## src/hw/sac_pkg.sv

```systemverilog
// Shared constants and types of the serial attenuator control block
package sac_pkg;
  localparam int unsigned FRAME_BITS  = 16;
  localparam int unsigned BYTE_BITS   = 8;
  localparam int unsigned NUM_CHAN    = 3;
  localparam logic [7:0]  ADDR_CH0    = 8'h00;
  localparam logic [7:0]  ADDR_CH1    = 8'h01;
  localparam logic [7:0]  ADDR_CH2    = 8'h02;
  localparam logic [7:0]  MUTE_FIRST  = 8'h4F;
  localparam logic [7:0]  MUTE_CODE   = 8'h4F;

  typedef struct packed {
    logic       mute;
    logic [7:0] tap;
  } sac_chan_t;

  localparam sac_chan_t CHAN_RESET = '{mute: 1'b1, tap: MUTE_CODE};

  typedef struct packed {
    logic [7:0] addr;
    logic [7:0] level;
  } sac_frame_t;
endpackage : sac_pkg

```

## src/hw/sac_core.sv

```systemverilog
// Serial shift, latch and decode logic of the three-channel attenuator
`timescale 1ns/1ps
`default_nettype none

module sac_core
  import sac_pkg::*;
#(
  parameter int unsigned N_BITS = FRAME_BITS
)(
  // System
  input  wire logic                  clk,
  input  wire logic                  rst_n,
  input  wire logic                  clk_en,
  // Serial pins
  input  wire logic                  ser_clk,
  input  wire logic                  ser_load,
  input  wire logic                  ser_din,
  output logic                       ser_dout,
  // Channel controls
  output sac_chan_t [NUM_CHAN-1:0]   chan_set,
  output logic      [NUM_CHAN-1:0]   chan_connect,
  output logic                       frame_latched
);

  logic [2:0]        sync1_r;
  logic [2:0]        sync2_r;
  logic              sclk_prev_r;
  logic              load_prev_r;
  logic [N_BITS-1:0] shift_r;
  logic [N_BITS-1:0] shift_nxt;
  sac_frame_t        latch_r;
  sac_chan_t [NUM_CHAN-1:0] chan_r;
  logic              latched_r;
  logic              dout_r;
  sac_chan_t [NUM_CHAN-1:0] chan_nxt;
  sac_chan_t         lvl_set;

  // Pin idle levels: data low, strobe high, clock low
  localparam logic [2:0] SYNC_IDLE = 3'h2;

  wire sclk_s = sync2_r[0];
  wire load_s = sync2_r[1];
  wire din_s  = sync2_r[2];
  wire sclk_rise = sclk_s & ~sclk_prev_r;
  wire shift_en  = sclk_rise & ~load_s;
  wire load_rise = load_s & ~load_prev_r;

  // Decode of the latched frame
  function automatic logic [NUM_CHAN-1:0] sac_addr_dec(input logic [7:0] a);
    sac_addr_dec = {a == ADDR_CH2, a == ADDR_CH1, a == ADDR_CH0};
  endfunction : sac_addr_dec

  wire [NUM_CHAN-1:0] chan_hit = sac_addr_dec(latch_r.addr);
  wire                lvl_mute = latch_r.level >= MUTE_FIRST;

  assign shift_nxt = {shift_r[N_BITS-2:0], din_s};

  always_ff @(posedge clk)
  begin
    if (!rst_n)
    begin
      // Idle levels, so no false strobe or clock edge follows reset
      sync1_r     <= SYNC_IDLE;
      sync2_r     <= SYNC_IDLE;
      sclk_prev_r <= 1'b0;
      load_prev_r <= 1'b1;
    end
    else if (clk_en)
    begin
      sync1_r     <= {ser_din, ser_load, ser_clk};
      sync2_r     <= sync1_r;
      sclk_prev_r <= sclk_s;
      load_prev_r <= load_s;
    end
  end

  always_ff @(posedge clk)
  begin
    if (!rst_n)
    begin
      shift_r <= '0;
      dout_r  <= 1'b0;
    end
    else if (clk_en && shift_en)
    begin
      shift_r <= shift_nxt;
      dout_r  <= shift_r[N_BITS-1];
    end
  end

  always_ff @(posedge clk)
  begin
    if (!rst_n)
    begin
      latch_r   <= '0;
      latched_r <= 1'b0;
    end
    else if (clk_en)
    begin
      latched_r <= load_rise;
      if (load_rise)
        latch_r <= shift_r[FRAME_BITS-1:0];
    end
  end

  // New setting from the latched level byte
  assign lvl_set = '{mute: lvl_mute, tap: lvl_mute ? MUTE_CODE : latch_r.level};

  genvar gi;
  generate
    for (gi = 0; gi < NUM_CHAN; gi++)
    begin : g_chan
      // Only the addressed channel takes the new setting
      assign chan_nxt[gi]     = (latched_r && chan_hit[gi]) ? lvl_set : chan_r[gi];
      assign chan_connect[gi] = ~chan_r[gi].mute;
      // Muted channel reports the mute code
      chk_mute_tap: assert property (@(posedge clk) disable iff (!rst_n)
        chan_r[gi].mute |-> chan_r[gi].tap == MUTE_CODE)
        else $error("muted channel tap wrong");
    end
  endgenerate

  always_ff @(posedge clk)
  begin
    if (!rst_n)
      chan_r <= {NUM_CHAN{CHAN_RESET}};
    else if (clk_en)
      chan_r <= chan_nxt;
  end

  assign chan_set      = chan_r;
  assign ser_dout      = dout_r;
  assign frame_latched = latched_r;

  // Power-up muting
  chk_reset_mute: assert property (@(posedge clk)
    $rose(rst_n) |-> chan_r[0].mute && chan_r[1].mute && chan_r[2].mute)
    else $error("channels not muted after reset");
  // Latch follows the strobe rise
  chk_latch_rise: assert property (@(posedge clk) disable iff (!rst_n)
    clk_en && load_rise |=> latch_r == $past(shift_r))
    else $error("frame not latched on strobe rise");
  // No shifting while strobe high
  chk_shift_hold: assert property (@(posedge clk) disable iff (!rst_n)
    clk_en && load_s |=> $stable(shift_r))
    else $error("shift while strobe high");
  // Serial out carries old top bit
  chk_dout_msb: assert property (@(posedge clk) disable iff (!rst_n)
    clk_en && shift_en |=> ser_dout == $past(shift_r[N_BITS-1]))
    else $error("serial out wrong bit");
  // Addressed channel updates
  chk_chan_update: assert property (@(posedge clk) disable iff (!rst_n)
    clk_en && latched_r && chan_hit[0] |=> chan_r[0].mute == $past(lvl_mute))
    else $error("channel 0 not updated");
  // Mute threshold
  chk_mute_level: assert property (@(posedge clk) disable iff (!rst_n)
    clk_en && latched_r && chan_hit[1] && latch_r.level == 8'h4E
      |=> !chan_r[1].mute && chan_r[1].tap == 8'h4E)
    else $error("0x4E should not mute");
  // Unknown address ignored
  chk_addr_miss: assert property (@(posedge clk) disable iff (!rst_n)
    latched_r && chan_hit == 3'h0 |=> $stable(chan_r))
    else $error("unknown address changed a channel");
  // Settings hold without a frame
  chk_hold_idle: assert property (@(posedge clk) disable iff (!rst_n)
    !latched_r |=> $stable(chan_r))
    else $error("setting changed without frame");
  // Mute disconnects
  chk_mute_open: assert property (@(posedge clk) disable iff (!rst_n)
    chan_r[2].mute |-> !chan_connect[2])
    else $error("muted channel connected");
  // No false edge right after reset
  chk_sync_quiet: assert property (@(posedge clk)
    $rose(rst_n) |-> !load_rise && !sclk_rise)
    else $error("false pin edge after reset");
  // Latch pulse lasts one cycle
  chk_latch_pulse: assert property (@(posedge clk) disable iff (!rst_n)
    clk_en && latched_r |=> !latched_r)
    else $error("latch pulse longer than one cycle");
  // Addressed channel takes the level as its tap
  chk_tap_load: assert property (@(posedge clk) disable iff (!rst_n)
    clk_en && latched_r && chan_hit[2] && !lvl_mute
      |=> !chan_r[2].mute && chan_r[2].tap == $past(latch_r.level))
    else $error("channel 2 tap not loaded");
  // Bits enter at the bottom, MSB first
  chk_shift_in: assert property (@(posedge clk) disable iff (!rst_n)
    clk_en && shift_en |=> shift_r == {$past(shift_r[N_BITS-2:0]), $past(din_s)})
    else $error("shifted bit wrong");
  // Clock enable low freezes state
  chk_freeze_all: assert property (@(posedge clk) disable iff (!rst_n)
    !clk_en |=> $stable(shift_r) && $stable(latch_r) && $stable(chan_r))
    else $error("state moved while clock enable low");
  // No shift without a clock edge
  chk_shift_only: assert property (@(posedge clk) disable iff (!rst_n)
    clk_en && !shift_en |=> $stable(shift_r))
    else $error("shift without serial clock edge");
  // Serial out holds between shifts
  chk_dout_hold: assert property (@(posedge clk) disable iff (!rst_n)
    clk_en && !shift_en |=> $stable(ser_dout))
    else $error("serial out moved without shift");

endmodule : sac_core

`default_nettype wire

```

## config.mk

```make
export PLATFORM = sky130hd
export DESIGN_NAME = sac_core
export DESIGN_NICKNAME = d
export VERILOG_FILES = /design/src/hw/sac_pkg.sv /design/src/hw/sac_core.sv
export SDC_FILE = /design/constraint.sdc
export NUM_CORES = 1
export LEC_CHECK = 0
export ABC_AREA = 1
export BUFFER_PORTS_ARGS = -buffer_cell sky130_fd_sc_hd__buf_2
export CAP_MARGIN = 10
export CORE_UTILIZATION = 60
export CTS_BUF_LIST = sky130_fd_sc_hd__clkbuf_16
export DETAILED_ROUTE_END_ITERATION = 8
export PLACE_DENSITY = 0.86
export SYNTH_ARGS = -nofsm -noshare
export SYNTH_HDL_FRONTEND = slang
export SYNTH_SLANG_ARGS = --single-unit
```

## constraint.sdc

```tcl
create_clock -name clk -period 3.8 [get_ports clk]
set_clock_uncertainty 0.1 [all_clocks]
set_input_delay 0.57 -clock clk [delete_from_list [all_inputs] [get_ports clk]]
set_output_delay 0.57 -clock clk [all_outputs]
set_load 0.01 [all_outputs]
```

==> impl_metrics.tcl <==
set metrics [dict create \
    initial_core_utilization_pct 63.6 \
    synth_warnings 0 \
    synth_top_area_share_pct 53.5 \
    cell_count_after_placement 415 \
    crit_path_max_incr_delay_ns 0.61 \
    via_count 2243 \
    timing.final.ws_setup_ns 1.91 \
    synth_top_cells_by_area "sky130_fd_sc_hd__dfxtp_1 54%, sky130_fd_sc_hd__nor2_1 11%, sky130_fd_sc_hd__nand2_1 11%" \
    grt_first_pass_wirelength_um 9270 \
    total_of_flip_flops_plus_latches_after_synthesis 69 \
    cts-root-buf "sky130_fd_sc_hd__clkbuf_16" \
    clk_path_buf_depth 2 \
    detailed_route_iter0_violations 189 \
    hold_path.class "reg2reg" \
    ys_seq_area_share_pct 53.5 \
    static-leakage-power_nw 1.54 \
    most_common_library_cell_in_the_layout_ignoring_fill_and_taps "sky130_fd_sc_hd__nor2_1" \
    pre_cts_ws_ns 1.69 \
    peakVddDrop_mv 0.319 \
    fraction_of_layout_cells_with_a_size_suffix_above_1_pct 15.5 \
    portBuffers 37 \
    clock_sink_count 69 \
    reg2regPathDepth 5 \
    synth_top_cell_by_area "sky130_fd_sc_hd__dfxtp_1" \
    utilization_pct 76.1 \
    setup_repair_after_global_routing_missed_its_margin "no" \
    crit_fanout 56 \
    criticalPathCategory "in2reg" \
    antenna_found_initial 0 \
    finalHoldViolations 0 \
    gp_congestion 0.792 \
    fp.dieW_um 67.6 \
    io-pin-count 38 \
    critical-path-slowest-cell "sky130_fd_sc_hd__buf_2" \
    post-route-min-period_ns 1.89 \
    critical_path.cell_chain "buf_2 -> inv_1 -> a21oi_1 -> nand2_1" \
    num_rows 23 \
    timing.slew.headroom_pct 46.6 \
    synth_area_per_cell_um2 7.52 \
    wl_per_cell_um 13.3 \
    report.final.slew_viol_count 0 \
    finish.instance_area_mm2 0.00309 \
    worstPathRequired_ns 3.91 \
    start_kind "input pin" \
    rr_startpoint "sync2_r[0]" \
    post-dp-hpwl_um 3460 \
    synth.net_count 349 \
    tightest_slew_ns 0.801 \
    cts_repair_resize_count 0 \
    drc 0 \
    tritoncts "done" \
    via_per_inst 5.20 \
    crit-reg2reg-capture "shift_r[11]" \
    clkTransAtPathRegs_ns 0.06 \
    gr-usage-all-layers_pct 28.4 \
    drt-pass1-iter-count 5 \
    area_delta_synth_final_pct 19.7 \
    insertion_delay_ns 0.33 \
    fin_cells 431 \
    postPlaceCellArea_mm2 0.00273 \
    number_of_buffers_inserted_for_hold_repair_after_clock_tree_synthesis 0 \
    final_nets 382 \
    grt_overflow 0 \
    synth_cells 343 \
    timing.critical_path.to_type "register" \
    arrival_ns 2.01 \
    endpoint "chan_set[11]" \
    insertedDiodeCount 0 \
    rrSetupSlack_ns 2.17 \
    die-height_um 67.6 \
    core_area_mm2 0.00406 \
    grt_max_degree 57 \
    outcome "finished, final reports clean" \
    wl_um 5720 \
    timing.final.crit_share_pct 49.8 \
    setup_tns_ns 0 \
    cts-buffers-inserted 9 \
    netlist_area_mm2 0.00258 \
    grt_pass1_vias 2049 \
    setup.worst_path.start "rst_n" \
    cts_max_level 3 \
    setup_viol 0 \
    max_clock_freq_mhz 528 \
    synth_cell_types 21 \
    design.die.area_mm2 0.00457 \
    p_per_area_mw_per_mm2 594 \
    cts_post_setup_buffers_inserted 0 \
    final_antenna_net_count 0 \
    max_cap_viol_count 0 \
    layout.cells.most_common_list "77 x sky130_fd_sc_hd__nor2_1, 74 x sky130_fd_sc_hd__nand2_1, 69 x sky130_fd_sc_hd__dfxtp_1" \
]
==> logic make-up (layout without fill, tap and decap cells) <==
logic type      count (synthesis)  after routing  synth area share, %
simple gates                  165            165                 25.7
flops                          69             69                 53.5
compound gates                 63             63                 12.3
buf+inv                        46             84                 8.49
==> critical path: cells and delay by family <==
kind	cells	cell delay, ns
buffers and inverters	2	1.03
AND/OR/NAND/NOR	1	0.10
AO/OA/AOI/OAI	1	0.29
==> metal layers <==
| layer | GRT usage, % | vias up | routed length, um |
|---|---|---|---|
| li1 | - | 1138 | - |
| met1 | 31.3 | 1016 | 2300 |
| met2 | 48.5 | 77 | 2950 |
| met3 | 8.28 | 12 | 348 |
| met4 | 15.7 | 0 | 116 |
| met5 | 0 | - | 0 |
==> report_power, final <==
part / internal (mW) / switching, mW
Combinational: 0.0204 / 0.0484
Clock: 0.704 / 0.307
Sequential: 0.743 / 0.0125
==> area by class of cell <==
type / count / area [um2]
multi-input combinational: 228 / 980
sequential: 69 / 1380
clock buffer: 9 / 225
fill: 300 / 970
clock inverter: 7 / 138
timing repair buffer: 37 / 185
tap: 50 / 62.6
inverter: 31 / 116
==> flip-flops by register name (all words and copies together), names as in the netlist <==
name           cells
chan_set          27
frame_latched      1
latch_r           16
load_prev_r        1
sclk_prev_r        1
ser_dout           1
shift_r           16
sync1_r            3
sync2_r            3
==> worst min-delay path by stage <==
stage	from	end	slack [ns]	cells past startpoint
after global placement	chan_set[16]	chan_set[16]	0.32	2
after detailed placement	chan_set[16]	chan_set[16]	0.33	2
after floorplan	sync1_r[1]	sync1_r[1]	0.33	2
final	chan_set[16]	chan_set[16]	0.35	2
after CTS	chan_set[7]	chan_set[7]	0.35	2
after global routing	chan_set[7]	chan_set[7]	0.36	2
==> stage by stage <==
step	total power [mW]	hold WS, ns
floorplan	0.821	0.329
global placement	0.834	0.323
detailed placement	0.837	0.325
CTS	1.84	0.351
global route	1.89	0.361
finish	1.84	0.350
==> cells in the mapped netlist <==
library cell and count:
sky130_fd_sc_hd__nor2_1 77, sky130_fd_sc_hd__nand2_1 74, sky130_fd_sc_hd__dfxtp_1 69, sky130_fd_sc_hd__o21ai_0 34, sky130_fd_sc_hd__inv_1 28, sky130_fd_sc_hd__a21oi_1 25, sky130_fd_sc_hd__nand3_1 9, sky130_fd_sc_hd__buf_6 5
sky130_fd_sc_hd__clkbuf_1 5, sky130_fd_sc_hd__buf_2 3, sky130_fd_sc_hd__o21ai_1 3, sky130_fd_sc_hd__inv_2 2, sky130_fd_sc_hd__buf_4 1, sky130_fd_sc_hd__clkbuf_2 1, sky130_fd_sc_hd__clkinv_1 1, sky130_fd_sc_hd__nand2_2 1
sky130_fd_sc_hd__nand3_2 1, sky130_fd_sc_hd__nor2_2 1, sky130_fd_sc_hd__nor2_4 1, sky130_fd_sc_hd__nor3_4 1, sky130_fd_sc_hd__o211ai_1 1
Power figures use the tool's default switching activity.
